<file path="src/pkg/crs_map.svh">
// reset/init sequencer constants: offsets, bit positions, timing counts
// assumes a 250 MHz host clock and an 8-bit config register port
`ifndef CRS_MAP_SVH
`define CRS_MAP_SVH
`define CRS_CLK_MHZ        250
`define CRS_EXT_TIME_US    1000
`define CRS_EXT_CYCLES     (`CRS_EXT_TIME_US * `CRS_CLK_MHZ)
`define CRS_COMPANION_RESET_OUT_N_EXTRA   2
`define CRS_INIT_CLKS      4
`define CRS_REG_OFFSET     8'h93
`define CRS_REG_RESET      8'h00
`define CRS_BIT_SELFTEST   3
`define CRS_BIT_TRIGGER    2
`define CRS_BIT_ENABLE     1
`define CRS_RESP_NODATA    3'h0
`define CRS_IOQ_FULL       1'b0
`define CRS_IOQ_ONE        1'b1
`endif

</file>
<file path="src/pkg/crs_pkg.sv">
// types for the reset and soft-init sequencer
// assumes crs_map.svh provides the numeric constants
package crs_pkg;
    typedef struct packed {
        logic       write;
        logic [7:0] addr;
        logic [7:0] wdata;
    } crs_cfg_req_t;
    typedef struct packed {
        logic ecc_error_strap;
        logic ecc_check_bit_zero;
        logic mem_clock_enable;
    } crs_strap_t;
    typedef enum logic [1:0] {
        CRS_HOLD,
        CRS_CPU_OUT,
        CRS_RUN
    } crs_state_t;
endpackage

</file>
<file path="src/hw/crs_sequencer.sv">
// reset stretcher, strap capture, shutdown handling and reset control reg
// assumes all inputs synchronous to clock except reset_input_n
`timescale 1ns/1ns
`include "crs_map.svh"
module crs_sequencer
    import crs_pkg::*;
#(
    parameter int unsigned EXT_CYCLES = `CRS_EXT_CYCLES
)(
    // clock and reset
    input  wire logic         clock,
    input  wire logic         sys_rst,
    // reset from the bridge and outputs to processor side
    input  wire logic         reset_input_n,
    output logic              processor_reset_out_n,
    output logic              companion_reset_out_n,
    // strap pins
    input  wire logic         ecc_error_strap_pin_n,
    input  wire logic         ecc_check_bit_zero,
    input  wire logic         mem_clock_enable_pin,
    output crs_strap_t        strap,
    // host bus shutdown detection and completion
    input  wire logic         shutdown_cycle,
    output logic              host_target_ready_n,
    output logic [2:0]        host_response,
    // configuration register port
    input  wire crs_cfg_req_t cfg_req,
    output logic [7:0]        cfg_rdata,
    // soft-init and self-test status
    output logic              soft_init_out_n,
    output logic              in_order_queue,
    output logic              non_operational
);
    logic        rst_meta;
    logic        rst_sync;
    logic        rst_sync_d;
    logic [17:0] ext_count;
    logic [17:0] next_ext_count;
    logic [1:0]  tail_count;
    logic [1:0]  next_tail_count;
    crs_state_t  state;
    crs_state_t  next_state;
    logic        next_cpu_n;
    logic        next_comp_n;
    crs_strap_t  next_strap;
    logic [7:0]  ctrl;
    logic [7:0]  next_ctrl;
    logic [7:0]  next_rdata;
    logic        next_tready_n;
    logic        next_selftest;
    logic        shut_done;
    logic        next_shut_done;
    logic        reg_hit;
    logic        qualified;
    logic        init_trigger;

    function automatic logic reg_write(input crs_cfg_req_t r);
        return r.write && (r.addr == `CRS_REG_OFFSET);
    endfunction

    // two-flop synchroniser on the reset input
    always_ff @(posedge clock) begin
        if (sys_rst) begin
            rst_meta   <= 1'b0;
            rst_sync   <= 1'b0;
            rst_sync_d <= 1'b0;
        end else begin
            rst_meta   <= reset_input_n;
            rst_sync   <= rst_meta;
            rst_sync_d <= rst_sync;
        end
    end

    // stretch state: hold while input low, count 1 ms, then tail
    always_comb begin
        next_state      = state;
        next_ext_count  = ext_count;
        next_tail_count = tail_count;
        next_cpu_n      = 1'b0;
        next_comp_n     = 1'b0;
        if (!rst_sync) begin
            next_state     = CRS_HOLD;
            next_ext_count = 18'h0;
        end else begin
            case (state)
                CRS_HOLD: begin
                    // a bridge-driven hard reset re-enters here
                    if (ext_count == 18'(EXT_CYCLES - 1)) begin
                        next_state      = CRS_CPU_OUT;
                        next_tail_count = 2'h0;
                        next_cpu_n      = 1'b1;
                    end else begin
                        next_ext_count = ext_count + 18'h1;
                    end
                end
                CRS_CPU_OUT: begin
                    next_cpu_n = 1'b1;
                    if (tail_count == 2'(`CRS_COMPANION_RESET_OUT_N_EXTRA - 1)) begin
                        next_state  = CRS_RUN;
                        next_comp_n = 1'b1;
                    end else begin
                        next_tail_count = tail_count + 2'h1;
                    end
                end
                CRS_RUN: begin
                    next_cpu_n  = 1'b1;
                    next_comp_n = 1'b1;
                end
                default: begin
                    next_state = CRS_HOLD;
                end
            endcase
        end
    end

    // registered outputs keep reset assertion on a clock edge
    always_ff @(posedge clock) begin
        if (sys_rst) begin
            state                 <= CRS_HOLD;
            ext_count             <= 18'h0;
            tail_count            <= 2'h0;
            processor_reset_out_n <= 1'b0;
            companion_reset_out_n <= 1'b0;
        end else begin
            state                 <= next_state;
            ext_count             <= next_ext_count;
            tail_count            <= next_tail_count;
            processor_reset_out_n <= next_cpu_n;
            companion_reset_out_n <= next_comp_n;
        end
    end

    // straps caught when the synchronised input first goes high
    always_comb begin
        next_strap = strap;
        if (rst_sync && !rst_sync_d) begin
            next_strap.ecc_error_strap    = ~ecc_error_strap_pin_n;
            next_strap.ecc_check_bit_zero = ecc_check_bit_zero;
            next_strap.mem_clock_enable   = mem_clock_enable_pin;
        end
    end

    always_ff @(posedge clock) begin
        if (sys_rst) begin
            strap <= '0;
        end else begin
            strap <= next_strap;
        end
    end

    // reset control register and shutdown completion
    assign reg_hit   = reg_write(cfg_req);
    assign qualified = reg_hit
                    && !cfg_req.wdata[`CRS_BIT_SELFTEST]
                    && cfg_req.wdata[`CRS_BIT_ENABLE]
                    && cfg_req.wdata[`CRS_BIT_TRIGGER]
                    && !ctrl[`CRS_BIT_TRIGGER]
                    && rst_sync; // writes refused while reset input low
    assign init_trigger = qualified || shut_done;

    always_comb begin
        next_ctrl      = ctrl;
        next_tready_n  = 1'b1;
        next_shut_done = 1'b0;
        if (reg_hit) begin
            next_ctrl = cfg_req.wdata;
        end
        if (shutdown_cycle && host_target_ready_n) begin
            next_tready_n  = 1'b0;
            next_shut_done = 1'b1;
        end
        next_selftest = next_ctrl[`CRS_BIT_SELFTEST];
        next_rdata    = (cfg_req.addr == `CRS_REG_OFFSET) ? next_ctrl : 8'h00;
    end

    // low synchronised reset input clears the register so self-test ends on hard reset
    always_ff @(posedge clock) begin
        if (sys_rst || !rst_sync) begin
            ctrl                <= `CRS_REG_RESET;
            cfg_rdata           <= 8'h00;
            host_target_ready_n <= 1'b1;
            host_response       <= `CRS_RESP_NODATA;
            shut_done           <= 1'b0;
            in_order_queue      <= `CRS_IOQ_FULL;
            non_operational     <= 1'b0;
        end else begin
            ctrl                <= next_ctrl;
            cfg_rdata           <= next_rdata;
            host_target_ready_n <= next_tready_n;
            host_response       <= `CRS_RESP_NODATA;
            shut_done           <= next_shut_done;
            in_order_queue      <= next_selftest ? `CRS_IOQ_ONE
                                                 : `CRS_IOQ_FULL;
            non_operational     <= next_selftest;
        end
    end

    // pulse width is fixed inside the stretcher
    crs_init_pulse u_init (
        .clock      (clock),
        .sys_rst    (sys_rst),
        .trigger    (init_trigger),
        .init_out_n (soft_init_out_n)
    );
endmodule

</file>
<file path="src/hw/crs_init_pulse.sv">
// soft-init pulse stretcher: one trigger gives a fixed low pulse
// assumes trigger is a one-cycle request from the sequencer
`timescale 1ns/1ns
`include "crs_map.svh"
module crs_init_pulse
    import crs_pkg::*;
(
    // clock and reset
    input  wire logic clock,
    input  wire logic sys_rst,
    // request and pin
    input  wire logic trigger,
    output logic      init_out_n
);
    logic [2:0] count;
    logic [2:0] next_count;
    logic       next_init_out_n;

    // retrigger restarts the full width, so pulses never shorten
    always_comb begin
        next_count      = count;
        next_init_out_n = 1'b1;
        if (trigger) begin
            next_count = 3'(`CRS_INIT_CLKS);
        end else if (count != 3'h0) begin
            next_count = count - 3'h1;
        end
        if (next_count != 3'h0) begin
            next_init_out_n = 1'b0;
        end
    end

    always_ff @(posedge clock) begin
        if (sys_rst) begin
            count      <= 3'h0;
            init_out_n <= 1'b1;
        end else begin
            count      <= next_count;
            init_out_n <= next_init_out_n;
        end
    end
endmodule

</file>
<file path="config.mk">
export PLATFORM = sky130hd
export DESIGN_NAME = crs_sequencer
export DESIGN_NICKNAME = d
export VERILOG_FILES = /design/src/pkg/crs_pkg.sv /design/src/hw/crs_sequencer.sv /design/src/hw/crs_init_pulse.sv
export VERILOG_INCLUDE_DIRS = /design/src /design/src/pkg
export SDC_FILE = /design/constraint.sdc
export NUM_CORES = 1
export LEC_CHECK = 0
export BUFFER_PORTS_ARGS = -buffer_cell sky130_fd_sc_hd__buf_2
export CAP_MARGIN = 20
export CORE_MARGIN = 4
export CORE_UTILIZATION = 59
export CTS_CLUSTER_SIZE = 28
export DETAILED_ROUTE_END_ITERATION = 10
export PLACE_DENSITY = 0.84
export REMOVE_ABC_BUFFERS = 1
export SYNTH_ARGS = -nofsm -noshare
export SYNTH_HDL_FRONTEND = slang
export SYNTH_HIERARCHICAL = 1
export SYNTH_SLANG_ARGS = --single-unit
</file>
<file path="constraint.sdc">
create_clock -name clock -period 4.4 [get_ports clock]
set_input_delay 0 -clock clock [delete_from_list [all_inputs] [get_ports clock]]
set_output_delay 0 -clock clock [all_outputs]
set_load 0.005 [all_outputs]
</file>
# ---- Word level (Yosys, flattened, before mapping)
# Cells that the tools add are included.
# Widths: inputs -> output; s select.
dict set report word_totals {
  ff_bits 54
  latchBits 0
  mem_bits_rw 0
  romBits 0
  in_bits 24
  output_inout_bits 20
  word_cells 76
  memories 0
}
dict set report op_classes {
  addsub 3
  multipliers 0
  div 0
  magnitude_cmp 0
  n_eq_ne 8
  shifts 0
  muxes 17
  bitwise_logic 5
  reduce_logical 24
}
# operator n
set ops {}
lappend ops {{$add 18x1->18 const B} 1}
lappend ops {{$eq 18x18->1 const B} 1}
lappend ops {{$eq 8x8->1 const B} 1}
lappend ops {{$logic_and 1x1->1} 8}
lappend ops {{$mux 2} 4}
lappend ops {{$mux 8} 1}
lappend ops {{$mux 1} 6}
lappend ops {{$mux 3} 2}
lappend ops {{$ne 2x2->1 const B} 3}
lappend ops {{$pmux 2 s3} 1}
lappend ops {{$reduce_bool 3->1} 2}
lappend ops {{$reduce_or 2->1} 3}
lappend ops {{$not 1->1} 5}
lappend ops {{$eq 2x1->1 const B} 2}
lappend ops {{$logic_not 1->1} 4}
lappend ops {{$pmux 1 s2} 2}
lappend ops {{$pmux 2 s2} 1}
lappend ops {{$reduce_and 4->1} 1}
lappend ops {{$reduce_and 3->1} 1}
lappend ops {{$sub 3x1->3 const B} 1}
lappend ops {{$add 2x1->2 const B} 1}
lappend ops {{$eq 2x2->1 const B} 1}
lappend ops {{$logic_not 2->1} 1}
lappend ops {{$logic_or 1x1->1} 2}
lappend ops {{2 further kinds} 2}

# ---- Longest topological paths before layout
dict set report depth {
  word_depth 11
  ltp_mapped 7
  depth_no_buf 7
}

# ---- Modules after synthesis
# The synthesis kept the hierarchy.
# mod instances cells_per_inst area_per_inst_um2 seq_area_each_um2
set modules_own_cells {}
lappend modules_own_cells {crs_sequencer 1 228 2133.3 960.9}
lappend modules_own_cells {crs_init_pulse 1 19 183.9 80.1}

# ---- Worst setup path after synthesis
# Ideal clock, no wire load.
dict set report synth_path {
  path_type {reg2reg}
  from {register ext_count[9]}
  to {register ext_count[0]}
  setup_time_ps 131
  arrival_time_ps 1713
  required_ps 4269
  slack_ps 2556
  path_stages_with_launch 5
  path_buffers 0
  synth_period_minus_slack_ps 1844
  path_cell_list {dfxtp_1 or4b_2 nor4_4 a21boi_0 mux2i_1}
}
dict set report synth_between {
  elab_chain_len 3
}
# item line
set synth_rtl {}
lappend synth_rtl {{start, declared} crs_sequencer.sv:37} ;# logic [17:0] ext_count;
lappend synth_rtl {{start signal, assigned} crs_sequencer.sv:126} ;# ext_count <= next_ext_count;
lappend synth_rtl {{$eq 18x18->1} crs_sequencer.sv:88} ;# if (ext_count == 18'(EXT_CYCLES - 1)) begin
lappend synth_rtl {{$not 1->1 (no line)} -}
lappend synth_rtl {{$reduce_and 2->1 (no line)} -}
# No other way between the ends.
# A chain may end at the register's enable or synchronous reset.

# ---- Worst setup path in the final report
dict set report layout_path {
  from {register ext_count[9]}
  to {register ext_count[1]}
}
# The elaborated chain is that of the path after synthesis.

==> flow_metrics.env <==
export IMPL_worst_pin_slew_ns=0.901
export IMPL_arrival_ns=2.51
export IMPL_cts_num_sinks=52
export IMPL_ys_seq_elements=52
export IMPL_cp_num_buf_inv=0
export IMPL_r2r_setup_slack_ns=2.08
export IMPL_layout_setup_ws_ns=2.08
export IMPL_grt_total_usage_pct=19.7
export IMPL_final_core_util_pct=73.2
export IMPL_ioPinCount=44
export IMPL_rsz0062_at_grt="false"
export IMPL_die_area_um2=4990
export IMPL_synth_area_um2=2320
export IMPL_synth_edf_count=0
export IMPL_grt_pass1_vias=1737
export IMPL_wirelength_mm=4.69
export IMPL_avgViaCountPerCell=5.49
export IMPL_ys_types=49
export IMPL_grt_first_pass_wirelength_mm=7.94
export IMPL_cap_violations=0
export IMPL_clock_fmax_ghz=0.432
export IMPL_fin_nets=329
export IMPL_hold_class="in -> reg"
export IMPL_yosys_warnings=6
export IMPL_antenna_found_initial=0
export IMPL_slew_headroom_pct=39.9
export IMPL_initialDrtViolationCount=147
export IMPL_cts_tree="yes"
export IMPL_dpl_worst_slack_ns=2.10
export IMPL_worst_setup_path_start_kind="flip-flop"
export IMPL_peakVddDrop_uv=280
export IMPL_crit_required_ns=4.59
export IMPL_finalClockSkew_ns=0.00728
export IMPL_fin_hold_ws_ns=0.0185
export IMPL_syn2layout_area_growth_pct=17.3
export IMPL_finalSetupViolations=0
export IMPL_clock_latency_ns=0.31
export IMPL_cts_clk_slew_worst_paths_ns=0.10
export IMPL_routabilityCongestion=0.726
export IMPL_core_rowCount=22
export IMPL_instances_no_fill=345
export IMPL_root_buffer="clkbuf_8"
export IMPL_endpoint_kind="flip-flop"
export IMPL_synth_avg_cell_area_um2=9.38
export IMPL_min_period_ns=2.32
export IMPL_fin_tns_setup_ns=0
export IMPL_dr_pass1_iters=4
export IMPL_post_place_cells=324
export IMPL_hold_viol=0
export IMPL_yosysTopAreaCellShare_pct=44.9
export IMPL_grt_max_degree=25
export IMPL_slew_viol_final=0
export IMPL_yosysMostFrequentCell="dfxtp_1"
export IMPL_synth_top_cell_by_area="dfxtp_1"
export IMPL_die_y_um=70.7
export IMPL_overflow=0
export IMPL_pwr_density_cell_nw_per_um2=319
export IMPL_netlist_top_cells_area="dfxtp_1 (45%), mux2i_1 (7.3%), ha_1 (4.9%)"
export IMPL_outcome="completed"
export IMPL_crit_family="simple AND/OR/NAND/NOR gates"
export IMPL_initial_core_util_pct=62.4
export IMPL_wl_per_cell_um=13.6
export IMPL_numCtsBuffers=5
export IMPL_drive_above_1_share_pct=19.9
export IMPL_finalCritPeriodShare_pct=52.7
export IMPL_die_x_um=70.7
export IMPL_core_area_um2=3720
export IMPL_slowest_stage="or4b_2"
export IMPL_synth_async_reset_ratio_pct=0
export IMPL_ant_nets=0
export IMPL_ys_seq_area_share_pct=44.9
export IMPL_cts_resized=0
export IMPL_dpl_hpwl_mm=3.16
export IMPL_synth_cells=247
export IMPL_leakage_uw=0.00113
export IMPL_critical_path_max_fanout=19
export IMPL_cts_htree_levels=2
export IMPL_ys_dominant_reg_cell="dfxtp_1"
export IMPL_criticalPathCategory="reg -> reg"
export IMPL_path_cells="or4b_2 -> nor4_4 -> a21boi_0 -> mux2i_1"
export IMPL_num_vias=1893
export IMPL_post_route_drc_count=0
export IMPL_max_stage_delay_ns=0.71
export IMPL_max_clock_path_buffers=2
export IMPL_diodes=0
export IMPL_port_buffer_count=40
export IMPL_synthTopCellsByCount="dfxtp_1 (52), nor2_1 (26), nand2_1 (20), mux2i_1 (17)"
cell usage in the layout, fill, tap and decap left out, drive strengths merged, types with 3 or more instances in the layout:
cell type,n
a211oi,3
a21oi,13
a31oi,3
and3,3
buf,40
clkbuf,6
conb,3
dfxtp,52
dlygate4sd3,13
ha,9
inv,13
mux2i,17
nand2,20
nand2b,5
nand3,6
nand4,9
nor2,26
nor2b,4
nor3,6
nor4,3
o21ai,6
o31ai,3
or3,3
or4,4
worst register-to-register path, delay by kind of cell, from the launching register on:
kind / cells / cell delay, ns
flip-flops: 1 / 0.35
AO/OA/AOI/OAI: 1 / 0.32
multiplexers: 1 / 0.17
AND/OR/NAND/NOR: 2 / 1.36
worst paths after layout:
kind	start	end	cells past startpoint
setup reg to reg	ext_count[9]	ext_count[1]	4
hold / removal	sys_rst	u_init/count[2]	2
setup / recovery	ext_count[9]	ext_count[1]	4
hold reg to reg	tail_count[1]	tail_count[1]	2
layer usage:
layer | vias up | wire (um) | track usage [%]
met4 | 0 | 72 | 6.05
met1 | 876 | 1990 | 24.4
met5 | - | 0 | 0
met3 | 9 | 219 | 5.26
li1 | 966 | - | -
met2 | 42 | 2410 | 33.6
cell type report:
class                      count  area (um2)
sequential                    52        1040
timing repair buffer          53         330
clock inverter                 2        15.0
multi-input combinational    171        1140
inverter                      13        48.8
clock buffer                   6        82.6
tap                           48        60.1
fill                         277         997
state kept, by name, summed over array words and instances, names as in the netlist:
name / flops
rst_meta: 1
u_init/count: 3
processor_reset_out_n: 1
state: 2
ext_count: 18
ctrl: 8
rst_sync: 1
strap: 3
cfg_rdata: 8
shut_done: 1
rst_sync_d: 1
tail_count: 2
host_target_ready_n: 1
u_init/init_out_n: 1
companion_reset_out_n: 1
kinds of logic after synthesis:
family | count (synthesis) | share of synthesized area [%]
fa+ha+maj | 9 | 4.86
simple gates | 100 | 24.0
compound gates | 38 | 11.0
buf+inv | 26 | 6.16
flops | 52 | 44.9
other cells | 1 | 0.162
mux | 17 | 7.34
xor+xnor | 4 | 1.51
through the flow:
step	power [uW]	area, um2
after floorplan	551	2230
after global placement	575	2490
after detailed placement	579	2490
after CTS	870	2720
after global routing	906	2720
final	868	2720
where the power goes:
part | leakage, uW | internal (uW) | switching (uW) | total, uW
logic | 0.000667 | 44.8 | 44.5 | 89.3
clock network | 0.0000434 | 128 | 161 | 288
registers | 0.000421 | 485 | 5.12 | 490
total | 0.00113 | 657 | 210 | 868
repair_timing:
action                    in CTS  in global routing
setup buffers                  0                  0
hold endpoints to repair      21                  0
hold buffers                  13                  0
No activity file was read; power rests on OpenSTA's default activity.
